File: src/usb_bulk_pkg.sv
/*
  package for the usb bulk transfer management block: register map, control
  field positions, header layout, carrier structs.
  assumes an axi4-lite master with 32-bit data and 17-bit byte addresses.
*/
package usb_bulk_pkg;

  localparam int ADDR_W = 17;

  // register indices: one word each, byte address is four times the index
  localparam logic [ADDR_W-3:0] CTRL_INDEX   = 15'h7F57;
  localparam logic [ADDR_W-3:0] STATUS_INDEX = 15'h7F58;
  localparam logic [ADDR_W-3:0] MASK_INDEX   = 15'h7F59;
  localparam logic [ADDR_W-3:0] FRAME_INDEX  = 15'h7F56;

  // register byte addresses
  localparam logic [ADDR_W-1:0] CTRL_OFFSET   = {CTRL_INDEX, 2'b00};
  localparam logic [ADDR_W-1:0] STATUS_OFFSET = {STATUS_INDEX, 2'b00};
  localparam logic [ADDR_W-1:0] MASK_OFFSET   = {MASK_INDEX, 2'b00};
  localparam logic [ADDR_W-1:0] FRAME_OFFSET  = {FRAME_INDEX, 2'b00};

  localparam logic [7:0] CTRL_RESET = 8'h00;
  localparam logic [7:0] CTRL_WMASK = 8'h0F;

  // control field positions
  localparam int BIT_ACCEPT_BAD_CRC = 3;
  localparam int BIT_NAK_ALL        = 2;
  localparam int BIT_MANUAL_ZLP     = 1;
  localparam int BIT_MANUAL_RELEASE = 0;

  // event bit positions in status and mask
  localparam int EV_RX_DONE  = 0;
  localparam int EV_RX_DROP  = 1;
  localparam int EV_ZLP_SENT = 2;
  localparam int EV_PAGE_REL = 3;
  localparam int EV_W        = 4;

  localparam int BULK_MAX_LEN = 64;
  localparam int HDR_BYTES    = 6;
  localparam logic [2:0] HDR_FIRST = 3'h0;
  localparam logic [2:0] HDR_LAST  = 3'h5;

  localparam logic [1:0] RESP_OKAY   = 2'h0;
  localparam logic [1:0] RESP_SLVERR = 2'h2;

  // received packet as the serial engine reports it
  typedef struct packed {
    logic [3:0] endpoint;
    logic [3:0] token_code;
    logic [6:0] func_addr;
    logic       crc_bad;
  } rx_info_t;

  // header byte write to packet buffer
  typedef struct packed {
    logic [2:0] offset;
    logic [7:0] data;
  } hdr_byte_t;

endpackage

File: src/rx_header_writer.sv
/*
  serialises the six-byte receive status header into the packet buffer,
  one byte per cycle at offsets 0 through 5.
  assumes the buffer write port takes one byte per cycle without stall.
*/
`timescale 1ns/1ps
`default_nettype none
module rx_header_writer
  import usb_bulk_pkg::*;
(
  input  wire logic      aclk,
  input  wire logic      aresetn,
  input  wire logic      start,
  input  wire logic [47:0] header,
  output logic           busy,
  output logic           hdr_valid,
  output hdr_byte_t      hdr_byte
);

  logic [2:0]  idx_reg;
  logic [47:0] hdr_reg;

  always_ff @(posedge aclk) begin
    if (!aresetn) begin
      busy      <= 1'b0;
      idx_reg   <= HDR_FIRST;
      hdr_reg   <= '0;
      hdr_valid <= 1'b0;
      hdr_byte  <= '0;
    end else if (start && !busy) begin
      busy      <= 1'b1;
      idx_reg   <= HDR_FIRST;
      hdr_reg   <= header;
      hdr_valid <= 1'b0;
    end else if (busy) begin
      hdr_valid       <= 1'b1;
      hdr_byte.offset <= idx_reg;
      hdr_byte.data   <= hdr_reg[idx_reg*8 +: 8];
      idx_reg         <= idx_reg + 3'h1;
      if (idx_reg == HDR_LAST) begin
        busy <= 1'b0;
      end
    end else begin
      hdr_valid <= 1'b0;
    end
  end

endmodule
`default_nettype wire

File: src/usb_bulk_transfer_management.sv
/*
  usb bulk transfer management: control register, receive acceptance and
  nak policy, status header build, zero-length packet and page release.
  assumes the serial engine reports packets as one-cycle pulses and that
  firmware reaches the registers over axi4-lite.
*/
// Functional notes
// - bits 7:4 of the transfer control register always read as zero.
// - the control bits reset to zero, selecting normal operation.
// - bit 3 set accepts bulk packets with bad crc; clear refuses them.
// - bit 2 set answers every received data packet with nak.
// - while nak-all is set no page request goes to the page dma.
// - with bit 1 clear a bulk string whose length is a multiple of 64 gets an automatic zero-length packet.
// - bit 0 clear frees transmit pages automatically; set leaves freeing to firmware but still pops the queue.
// - a 16-bit count of start-of-frame tokens goes into every receive header.
// - the receive header holds the 4-bit token code of the packet.
// - the header crc flag is set only for bad crc packets while bad crc acceptance is on.
// - the six-byte header is written at buffer offsets 0 to 5 before payload.
`timescale 1ns/1ps
`default_nettype none
module usb_bulk_transfer_management
  import usb_bulk_pkg::*;
#(
  parameter int LEN_W = 11
) (
  input  wire logic              aclk,
  input  wire logic              aresetn,
  // axi4-lite slave
  input  wire logic [ADDR_W-1:0] s_axi_awaddr,
  input  wire logic              s_axi_awvalid,
  output logic                   s_axi_awready,
  input  wire logic [31:0]       s_axi_wdata,
  input  wire logic [3:0]        s_axi_wstrb,
  input  wire logic              s_axi_wvalid,
  output logic                   s_axi_wready,
  output logic [1:0]             s_axi_bresp,
  output logic                   s_axi_bvalid,
  input  wire logic              s_axi_bready,
  input  wire logic [ADDR_W-1:0] s_axi_araddr,
  input  wire logic              s_axi_arvalid,
  output logic                   s_axi_arready,
  output logic [31:0]            s_axi_rdata,
  output logic [1:0]             s_axi_rresp,
  output logic                   s_axi_rvalid,
  input  wire logic              s_axi_rready,
  // serial engine side
  input  wire logic              sof_pulse,
  input  wire logic              rx_pkt_valid,
  input  wire rx_info_t          rx_pkt,
  input  wire logic              rx_page_need,
  output logic                   page_req,
  output logic                   rx_ack,
  output logic                   rx_nak,
  output logic                   rx_drop,
  output logic                   hdr_valid,
  output hdr_byte_t              hdr_byte,
  // transmit side
  input  wire logic              tx_pkt_done,
  input  wire logic [LEN_W-1:0]  tx_pkt_len,
  input  wire logic              tx_pkt_last,
  output logic                   zlp_send,
  output logic                   tx_queue_pop,
  output logic                   page_free,
  output logic                   irq
);

  logic [7:0]      ctrl_reg;
  logic [EV_W-1:0] status_reg;
  logic [EV_W-1:0] mask_reg;
  logic [15:0]     frame_count_reg;
  logic [LEN_W-1:0] string_len_reg;
  logic [EV_W-1:0] event_set;

  logic            accept_bad_crc_bulk;
  logic            nak_every_receive_alias;
  logic            manual_zero_length_select;
  logic            manual_page_release;

  assign accept_bad_crc_bulk       = ctrl_reg[BIT_ACCEPT_BAD_CRC];
  assign nak_every_receive_alias   = ctrl_reg[BIT_NAK_ALL];
  assign manual_zero_length_select = ctrl_reg[BIT_MANUAL_ZLP];
  assign manual_page_release       = ctrl_reg[BIT_MANUAL_RELEASE];

  // write channel: address and data taken in either order
  logic              aw_held;
  logic              w_held;
  logic [ADDR_W-1:0] aw_addr_reg;
  logic [31:0]       w_data_reg;
  logic [3:0]        w_strb_reg;
  logic              wr_fire;
  logic              wr_hit;

  assign wr_fire = aw_held && w_held && !s_axi_bvalid;
  assign wr_hit  = (aw_addr_reg == CTRL_OFFSET) || (aw_addr_reg == STATUS_OFFSET)
                || (aw_addr_reg == MASK_OFFSET);

  always_ff @(posedge aclk) begin
    if (!aresetn) begin
      aw_held       <= 1'b0;
      w_held        <= 1'b0;
      aw_addr_reg   <= '0;
      w_data_reg    <= '0;
      w_strb_reg    <= '0;
      s_axi_awready <= 1'b0;
      s_axi_wready  <= 1'b0;
      s_axi_bvalid  <= 1'b0;
      s_axi_bresp   <= RESP_OKAY;
    end else begin
      s_axi_awready <= !aw_held && !s_axi_awready && s_axi_awvalid;
      s_axi_wready  <= !w_held && !s_axi_wready && s_axi_wvalid;
      if (s_axi_awvalid && s_axi_awready) begin
        aw_held     <= 1'b1;
        aw_addr_reg <= s_axi_awaddr;
      end
      if (s_axi_wvalid && s_axi_wready) begin
        w_held     <= 1'b1;
        w_data_reg <= s_axi_wdata;
        w_strb_reg <= s_axi_wstrb;
      end
      if (wr_fire) begin
        aw_held      <= 1'b0;
        w_held       <= 1'b0;
        s_axi_bvalid <= 1'b1;
        s_axi_bresp  <= wr_hit ? RESP_OKAY : RESP_SLVERR;
      end else if (s_axi_bvalid && s_axi_bready) begin
        s_axi_bvalid <= 1'b0;
      end
    end
  end

  always_ff @(posedge aclk) begin
    if (!aresetn) begin
      ctrl_reg <= CTRL_RESET;
      mask_reg <= '0;
    end else if (wr_fire && w_strb_reg[0]) begin
      if (aw_addr_reg == CTRL_OFFSET) begin
        ctrl_reg <= w_data_reg[7:0] & CTRL_WMASK;
      end
      if (aw_addr_reg == MASK_OFFSET) begin
        mask_reg <= w_data_reg[EV_W-1:0];
      end
    end
  end

  // sticky status: set wins over write-one-to-clear
  always_ff @(posedge aclk) begin
    if (!aresetn) begin
      status_reg <= '0;
    end else if (wr_fire && w_strb_reg[0] && aw_addr_reg == STATUS_OFFSET) begin
      status_reg <= (status_reg & ~w_data_reg[EV_W-1:0]) | event_set;
    end else begin
      status_reg <= status_reg | event_set;
    end
  end

  always_ff @(posedge aclk) begin
    if (!aresetn) begin
      irq <= 1'b0;
    end else begin
      irq <= |((status_reg | event_set) & mask_reg);
    end
  end

  // read channel
  always_ff @(posedge aclk) begin
    if (!aresetn) begin
      s_axi_arready <= 1'b0;
      s_axi_rvalid  <= 1'b0;
      s_axi_rdata   <= '0;
      s_axi_rresp   <= RESP_OKAY;
    end else begin
      s_axi_arready <= !s_axi_arready && !s_axi_rvalid && s_axi_arvalid;
      if (s_axi_arvalid && s_axi_arready) begin
        s_axi_rvalid <= 1'b1;
        s_axi_rresp  <= RESP_OKAY;
        unique case (s_axi_araddr)
          CTRL_OFFSET:   s_axi_rdata <= {24'h000000, ctrl_reg};
          STATUS_OFFSET: s_axi_rdata <= {{(32-EV_W){1'b0}}, status_reg};
          MASK_OFFSET:   s_axi_rdata <= {{(32-EV_W){1'b0}}, mask_reg};
          FRAME_OFFSET:  s_axi_rdata <= {16'h0000, frame_count_reg};
          default: begin
            s_axi_rdata <= '0;
            s_axi_rresp <= RESP_SLVERR;
          end
        endcase
      end else if (s_axi_rvalid && s_axi_rready) begin
        s_axi_rvalid <= 1'b0;
      end
    end
  end

  always_ff @(posedge aclk) begin
    if (!aresetn) begin
      frame_count_reg <= 16'h0000;
    end else if (sof_pulse) begin
      frame_count_reg <= frame_count_reg + 16'h0001;
    end
  end

  // receive decision
  logic        hdr_busy;
  logic        rx_take;
  logic        rx_refuse_crc;
  logic [47:0] header_word;

  assign rx_refuse_crc = rx_pkt.crc_bad && !accept_bad_crc_bulk;
  assign rx_take = rx_pkt_valid && !nak_every_receive_alias && !rx_refuse_crc && !hdr_busy;

  // crc flag only when acceptance on
  assign header_word = {frame_count_reg,
                        8'h00,
                        1'b0, rx_pkt.func_addr,
                        4'h0, rx_pkt.token_code,
                        rx_pkt.crc_bad && accept_bad_crc_bulk, 3'h0, rx_pkt.endpoint};

  always_ff @(posedge aclk) begin
    if (!aresetn) begin
      rx_ack  <= 1'b0;
      rx_nak  <= 1'b0;
      rx_drop <= 1'b0;
    end else begin
      rx_ack  <= rx_take;
      rx_nak  <= rx_pkt_valid && (nak_every_receive_alias || (hdr_busy && !rx_refuse_crc));
      rx_drop <= rx_pkt_valid && !nak_every_receive_alias && rx_refuse_crc;
    end
  end

  always_ff @(posedge aclk) begin
    if (!aresetn) begin
      page_req <= 1'b0;
    end else begin
      page_req <= rx_page_need && !nak_every_receive_alias;
    end
  end

  rx_header_writer u_hdr (
    .aclk      (aclk),
    .aresetn   (aresetn),
    .start     (rx_take),
    .header    (header_word),
    .busy      (hdr_busy),
    .hdr_valid (hdr_valid),
    .hdr_byte  (hdr_byte)
  );

  // transmit side: logical packet length tracking
  logic [LEN_W-1:0] total_len;
  logic             len_multiple;
  logic             zlp_needed;

  assign total_len    = string_len_reg + tx_pkt_len;
  assign len_multiple = (total_len[5:0] == 6'h00);
  assign zlp_needed   = tx_pkt_done && tx_pkt_last && len_multiple && !manual_zero_length_select;

  always_ff @(posedge aclk) begin
    if (!aresetn) begin
      string_len_reg <= '0;
    end else if (tx_pkt_done) begin
      string_len_reg <= tx_pkt_last ? '0 : total_len;
    end
  end

  always_ff @(posedge aclk) begin
    if (!aresetn) begin
      zlp_send     <= 1'b0;
      tx_queue_pop <= 1'b0;
      page_free    <= 1'b0;
    end else begin
      zlp_send     <= zlp_needed;
      tx_queue_pop <= tx_pkt_done;
      page_free    <= tx_pkt_done && !manual_page_release;
    end
  end

  always_comb begin
    event_set = '0;
    event_set[EV_RX_DONE]  = rx_take;
    event_set[EV_RX_DROP]  = rx_pkt_valid && !rx_take;
    event_set[EV_ZLP_SENT] = zlp_needed;
    event_set[EV_PAGE_REL] = tx_pkt_done && !manual_page_release;
  end

endmodule
`default_nettype wire

File: config.mk
export PLATFORM = sky130hd
export DESIGN_NAME = usb_bulk_transfer_management
export DESIGN_NICKNAME = d
export VERILOG_FILES = /design/src/usb_bulk_pkg.sv /design/src/rx_header_writer.sv /design/src/usb_bulk_transfer_management.sv
export SDC_FILE = /design/constraint.sdc
export NUM_CORES = 1
export LEC_CHECK = 0
export BUFFER_PORTS_ARGS = -buffer_cell sky130_fd_sc_hd__buf_4
export CELL_PAD_IN_SITES_DETAIL_PLACEMENT = 1
export CELL_PAD_IN_SITES_GLOBAL_PLACEMENT = 2
export CORE_ASPECT_RATIO = 1.2
export CORE_MARGIN = 8
export CORE_UTILIZATION = 31
export DETAILED_ROUTE_END_ITERATION = 16
export GPL_TIMING_DRIVEN = 0
export PLACE_DENSITY = 0.9
export SYNTH_ARGS = -nofsm -noshare
export SYNTH_HDL_FRONTEND = slang
export SYNTH_HIERARCHICAL = 1
export SYNTH_SLANG_ARGS = --single-unit
File: constraint.sdc
create_clock -name aclk -period 2.4 [get_ports aclk]
set_clock_uncertainty 0.15 [all_clocks]
set_input_delay 0.48 -clock aclk [delete_from_list [all_inputs] [get_ports aclk]]
set_output_delay 0.48 -clock aclk [all_outputs]
set_load 0.005 [all_outputs]
# Word-level counts from Yosys, hierarchy flattened
# Cells that the tools add are included.
[classes]
add_sub_neg = 3
n_eq_ne = 8
shifts = 1
mux = 13
n_bitwise = 7
reduce_logical = 57
[ops]
columns = ["operator", "n"]
rows = [
  ["equality test 17 bit, second input constant", 7],
  ["one-hot mux 16 bit (4 select lines)", 1],
  ["variable part select 48 x 7 -> 8 bit", 1],
  ["logical AND 1 bit", 30],
  ["adder 16 x 1 -> 16 bit, second input constant", 1],
  ["logical NOT 1 bit", 14],
  ["adder 11 bit", 1],
  ["2-to-1 mux 11 bit", 1],
  ["bitwise AND 4 bit", 2],
  ["2-to-1 mux 1 bit", 8],
  ["bitwise OR 4 bit", 2],
  ["OR reduction 4 bit", 2],
  ["logical NOT 6 bit", 1],
  ["AND reduction 2 bit", 3],
  ["2-to-1 mux 2 bit", 2],
  ["2-to-1 mux 4 bit", 1],
  ["inverter 4 bit", 1],
  ["nonzero test 2 bit", 2],
  ["OR reduction 2 bit", 2],
  ["adder 3 x 1 -> 3 bit, second input constant", 1],
  ["equality test 3 bit, second input constant", 1],
  ["logical OR 1 bit", 3],
  ["inverter 1 bit", 2],
]
[word_totals]
regBits = 160
input_bits = 109
output_inout_bits = 61
elab_cells = 121

# Longest topological paths before layout
[logic_depth]
word_depth = 10
mapped_depth = 8
depth_no_buf = 8

# Cells and area by module
# Netlist, hierarchy kept.
[by_module_without_submodules]
columns = ["mod", "instances", "cells_each", "area_each_um2", "seq_area_each_um2"]
rows = [
  ["usb_bulk_transfer_management", 1, 445, 3896.2, 1781.7],
  ["rx_header_writer", 1, 308, 2756.4, 1281.2],
]

# Worst setup path after synthesis
# OpenSTA, ideal clock, no wires.
[synth_timing]
path_kind = "input to register"
start = "input port tx_pkt_len[0]"
end = "register status_reg[2]"
setup_ps = 116
t_arrival_ps = 1861
t_required_ps = 2134
slack_ps = 272
stages = 8
path_buffers = 0
cell_sequence = "ha_1 > inv_1 > fa_1 > nand2b_1 > a21oi_1 > xnor2_1 > and4b_1 > a31o_2"
[synth_via]
elab_chain_len = 6
elab_cells_between_ends = 7
cone_classes = "add/sub: 1; mux: 1; bitwise: 2; reduce/logical: 3"
[synth_lines]
columns = ["item", "line_no", "text"]
rows = [
  ["start, declared", "usb_bulk_transfer_management.sv:59", "input wire logic [LEN_W-1:0] tx_pkt_len,"],
  ["adder 11 bit *", "usb_bulk_transfer_management.sv:251", "assign total_len = string_len_reg + tx_pkt_len;"],
  ["logical NOT 6 bit *", "usb_bulk_transfer_management.sv:252", "assign len_multiple = (total_len[5:0] == 6'h00);"],
  ["logical AND 1 bit * (2 in series)", "usb_bulk_transfer_management.sv:253", "assign zlp_needed = tx_pkt_done && tx_pkt_last && len_multiple && !manual_zero_length_select;"],
  ["bitwise OR 4 bit, on equally long branches", "usb_bulk_transfer_management.sv:152, usb_bulk_transfer_management.sv:150", ""],
  ["2-to-1 mux 4 bit *", "usb_bulk_transfer_management.sv:149", "end else if (wr_fire && w_strb_reg[0] && aw_addr_reg == STATUS_OFFSET) begin"],
  ["end signal, assigned", "usb_bulk_transfer_management.sv:150", "status_reg <= (status_reg & ~w_data_reg[EV_W-1:0]) | event_set;"],
  ["end signal, assigned", "usb_bulk_transfer_management.sv:152", "status_reg <= status_reg | event_set;"],
  ["end, declared", "usb_bulk_transfer_management.sv:68", "logic [EV_W-1:0] status_reg;"],
]
# Every way passes the cells marked *; elsewhere a longest branch is shown, timed or not.
# A chain may end at the register's enable or synchronous reset.

# Worst setup path after layout
[layout_timing]
start = "register string_len_reg[0]"
end = "register status_reg[2]"
[layout_via]
elab_chain_len = 6
elab_cells_between_ends = 7
cone_classes = "add/sub: 1; mux: 1; bitwise: 2; reduce/logical: 3"
[layout_lines]
columns = ["item", "line_no", "text"]
rows = [
  ["start, declared", "usb_bulk_transfer_management.sv:71", "logic [LEN_W-1:0] string_len_reg;"],
  ["start signal, assigned", "usb_bulk_transfer_management.sv:259", "string_len_reg <= tx_pkt_last ? '0 : total_len;"],
  ["adder 11 bit *", "usb_bulk_transfer_management.sv:251", ""],
  ["logical NOT 6 bit *", "usb_bulk_transfer_management.sv:252", ""],
  ["logical AND 1 bit * (2 in series)", "usb_bulk_transfer_management.sv:253", ""],
  ["bitwise OR 4 bit, on equally long branches", "usb_bulk_transfer_management.sv:152, usb_bulk_transfer_management.sv:150", ""],
  ["2-to-1 mux 4 bit *", "usb_bulk_transfer_management.sv:149", ""],
]
# Marked as above.

==> summary.md <==
| Metric | Value |
|---|---|
| Hold buffer count at CTS | 0 |
| Global-route usage over all layers | 15.1% |
| Hpwl dp | 15.0 mm |
| Area growth, synth to finish | 28.2% |
| XOR/XNOR share of the synthesized area | 2.50% |
| Arr. time, crit path | 2300 ps |
| Crit path launch type | flop |
| Vias in the first global route | 6192 |
| Crit path to | status_reg[2] |
| Synth Area in Compound Gates | 15.3% |
| CTS Sinks | 153 |
| # setup viols final | 0 |
| Critical Path RT | 2580 ps |
| Net count, final | 1037 |
| First-pass GRT wire length | 31.6 mm |
| Post-synthesis simple-gate area fraction | 20.9% |
| Setup WS post-layout | 279 ps |
| P_leak | 3.40 nW |
| Ys async rst share | 0% |
| Shortest period the worst path allows | 2120 ps |
| Core box area | 21000 µm² |
| Synth Warn # | 6 |
| PwrDens | 672 nW/µm² |
| Critical path capture point type | flop |
| Worst Tran Pin Value | 665 ps |
| Slowest CP cell | fa_1 |
| DR vias/cell | 4.80 |
| Die ar. | 26400 µm² |
| Synthesized cell area | 6650 µm² |
| Routed wire length | 19.7 mm |
| Number of synthesized flops with an enable pin | 0 |
| Inserted Clock Buffers | 17 |
| Die extent in x | 150 µm |
| Seq/Total Area, Yosys | 46.0% |
| Post-Place Setup Slack | -351 ps |
| Antenna-violating nets left | 0 |
| Hold Fails Final Rpt | 0 |
| Iteration-0 DRC Markers | 211 |
| WL/cell | 16.4 µm |
| Fin util | 40.5% |
| RR Startpoint | string_len_reg[0] |
| Worst-Skew Late Latency | 430 ps |
| Hold crit path type | input port to flop |
| Syn Inst Count | 753 |
| Status | finished clean |
| Post-Route Setup TNS | 0 ps |
| Distinct cells, synth | 64 |
| Largest net degree at the start of global routing | 17 |
| ANT cells | 0 |
| Critical Path Fanout Max | 3 |
| Crit-path cells | ha_1 -> inv_1 -> fa_1 -> nand2b_1 -> a21oi_1 -> xnor2_1 -> and4b_1 -> a31o_2 |
| Top Ports | 170 |
| Max FFs per register | 48 |
| Fraction of synthesized area in multiplexers | 7.43% |
| Peak supply drop | 0.481 mV |
| Ratio of cells with drive above 1 in the final layout | 23.3% |
| H-Tree Level Count | 4 |
| FILL cells | 2549 |
| Port-buffer cells | 111 |
| Max_cap viols | 0 |
| FP Rows | 58 |
| Worst R2R Path Depth | 8 |
| DRC | 0 |
| Final Wtd Congestion | 0.790 |
| Synth Area in Adders | 1.81% |
| Pins Over Slew Limit | 0 |
| Initial antenna violation count | 0 |
| Setup crit start | string_len_reg[0] |
| Die Ht | 176 µm |
| Hold Worst Slack | 139 ps |
| Main synth FF type | dfxtp_1 |
| CTS tree | built |
| Reg-to-reg setup timing slack | 280 ps |
| CTS clk-pin slew, worst paths | 70 ps |
| Pre-antenna DRT Iters | 8 |
| Starting Density | 31.6% |
| RR Endpoint | status_reg[2] |
| Root Buffer | clkbuf_16 |
| Achievable clock frequency | 471 MHz |
| Fin crit share | 88.4% |
| Grt total ovfl | 0 |
| Syn Area/Cell | 8.83 µm² |
| Post-synthesis register bit count | 153 |
| Setup CP Type | flop to flop |
| Clock Path Buffers | 2 |
| Setup repair after global routing missed its margin | no |
| Routed vias | 5768 |
| Commonest non-fill, non-tap cell in the layout | dfxtp_1 |
| Crit path largest cell delay | 390 ps |
| Relative slew slack | 55.6% |
| Highest-count cells in the layout ignoring fill and taps | 153 x dfxtp_1, 152 x nand2_1, 135 x buf_4, 56 x nor2_1, 48 x a21boi_0 |
| Largest family of logic cells by synthesized area | simple AND/OR/NAND/NOR gates |
==> report_power, final <==
group / switching, mW / total, mW / internal, mW
registers: 0.0627 / 2.68 / 2.62
logic: 0.278 / 0.536 / 0.259
clock network: 1.14 / 2.51 / 1.37
==> worst min-delay path by stage <==
stage                     startpoint  cells past startpoint  slack (ps)              end
floorplan                    aw_held                      1         260    s_axi_awready
global placement      aw_addr_reg[6]                      2         290   aw_addr_reg[6]
detailed placement           aw_held                      1         280    s_axi_awready
CTS                 s_axi_awaddr[13]                      3         130  aw_addr_reg[13]
global route        s_axi_awaddr[13]                      3         130  aw_addr_reg[13]
finish              s_axi_awaddr[13]                      3         140  aw_addr_reg[13]
==> cell families (layout without fill, tap and decap cells) <==
kind of cell             count (synthesis)  in the layout
XOR/XNOR                                19             19
other                                    1             34
buffers and inverters                   76            222
AND/OR/NAND/NOR                        295            295
AO/OA/AOI/OAI                          154            154
flip-flops                             153            153
multiplexers                            46             46
adder cells (fa/ha/maj)                  9              9
==> critical path: cells and delay by family (launching register included) <==
family,cells,cell delay [ps]
adder cells (fa/ha/maj),2,570
AND/OR/NAND/NOR,2,400
AO/OA/AOI/OAI,2,400
flip-flops,1,340
XOR/XNOR,1,110
buffers and inverters,1,60
==> through the flow <==
stage          area (µm²)  instances  power [mW]
6_report             8530       1202        5.73
3_5_place_dp         7950       1167        3.27
4_1_cts              8510       1199        5.78
5_1_grt              8530       1202        5.95
3_3_place_gp         7950       1167        3.25
2_1_floorplan        6780        786        3.03
==> layout make-up <==
| cell class | instances | area [µm²] | share of cell area, % |
|---|---|---|---|
| Buffer | 60 | 335 | 3.93 |
| Clock buffer | 18 | 439 | 5.15 |
| Clock inverter | 14 | 111 | 1.31 |
| Inverter | 16 | 60.1 | 0.704 |
| Multi-Input combinational cell | 557 | 3330 | 39.0 |
| Sequential cell | 153 | 3060 | 35.9 |
| Tap cell | 270 | 338 | 3.96 |
| Timing Repair Buffer | 114 | 856 | 10.0 |
==> cell usage after synthesis (2+ instances only) <==
| cell type | n | area, µm² |
|---|---|---|
| nand3_1 | 12 | 60.1 |
| nand4_1 | 7 | 43.8 |
| or3_1 | 2 | 12.5 |
| ha_1 | 8 | 100 |
| nor2_1 | 56 | 210 |
| buf_2 | 9 | 45.0 |
| buf_4 | 21 | 158 |
| dfxtp_1 | 153 | 3060 |
| nand3b_1 | 2 | 15.0 |
| mux2_2 | 23 | 259 |
| nor3_1 | 7 | 35.0 |
| xnor2_1 | 8 | 70.1 |
| and2_1 | 7 | 43.8 |
| o21ai_0 | 19 | 95.1 |
| inv_1 | 15 | 56.3 |
| a211oi_1 | 2 | 15.0 |
| a21oi_1 | 43 | 215 |
| nor4_1 | 2 | 12.5 |
| nor4b_2 | 2 | 30.0 |
| xor2_1 | 11 | 96.3 |
| nor2b_1 | 14 | 87.6 |
| and3_1 | 4 | 25.0 |
| a31oi_1 | 4 | 25.0 |
| buf_1 | 2 | 7.51 |
| a22oi_1 | 16 | 120 |
| a222oi_1 | 8 | 80.1 |
| nor3b_1 | 3 | 22.5 |
| and4_1 | 2 | 17.5 |
| nand4b_1 | 2 | 17.5 |
| nand2_1 | 152 | 571 |
| clkbuf_1 | 25 | 93.8 |
| nand2b_1 | 6 | 37.5 |
| mux2i_1 | 22 | 220 |
| a21boi_0 | 48 | 360 |
| nor3_2 | 3 | 30.0 |
| o22ai_1 | 5 | 31.3 |
==> metal layers <==
metal / part of all wire (%) / track usage [%]
met5: 0 / 0
met3: 6.9 / 5.17
met4: 1.7 / 4.88
met1: 41 / 16.4
met2: 50 / 27.1
==> repair_timing <==
action                                  in CTS  in global routing
endpoints found under the setup margin      24                  4
pin swaps                                    0                  1
buffers inserted                             0                  3
gates resized for setup                      1                  0
Note: power is estimated with default switching activity, not from simulation.
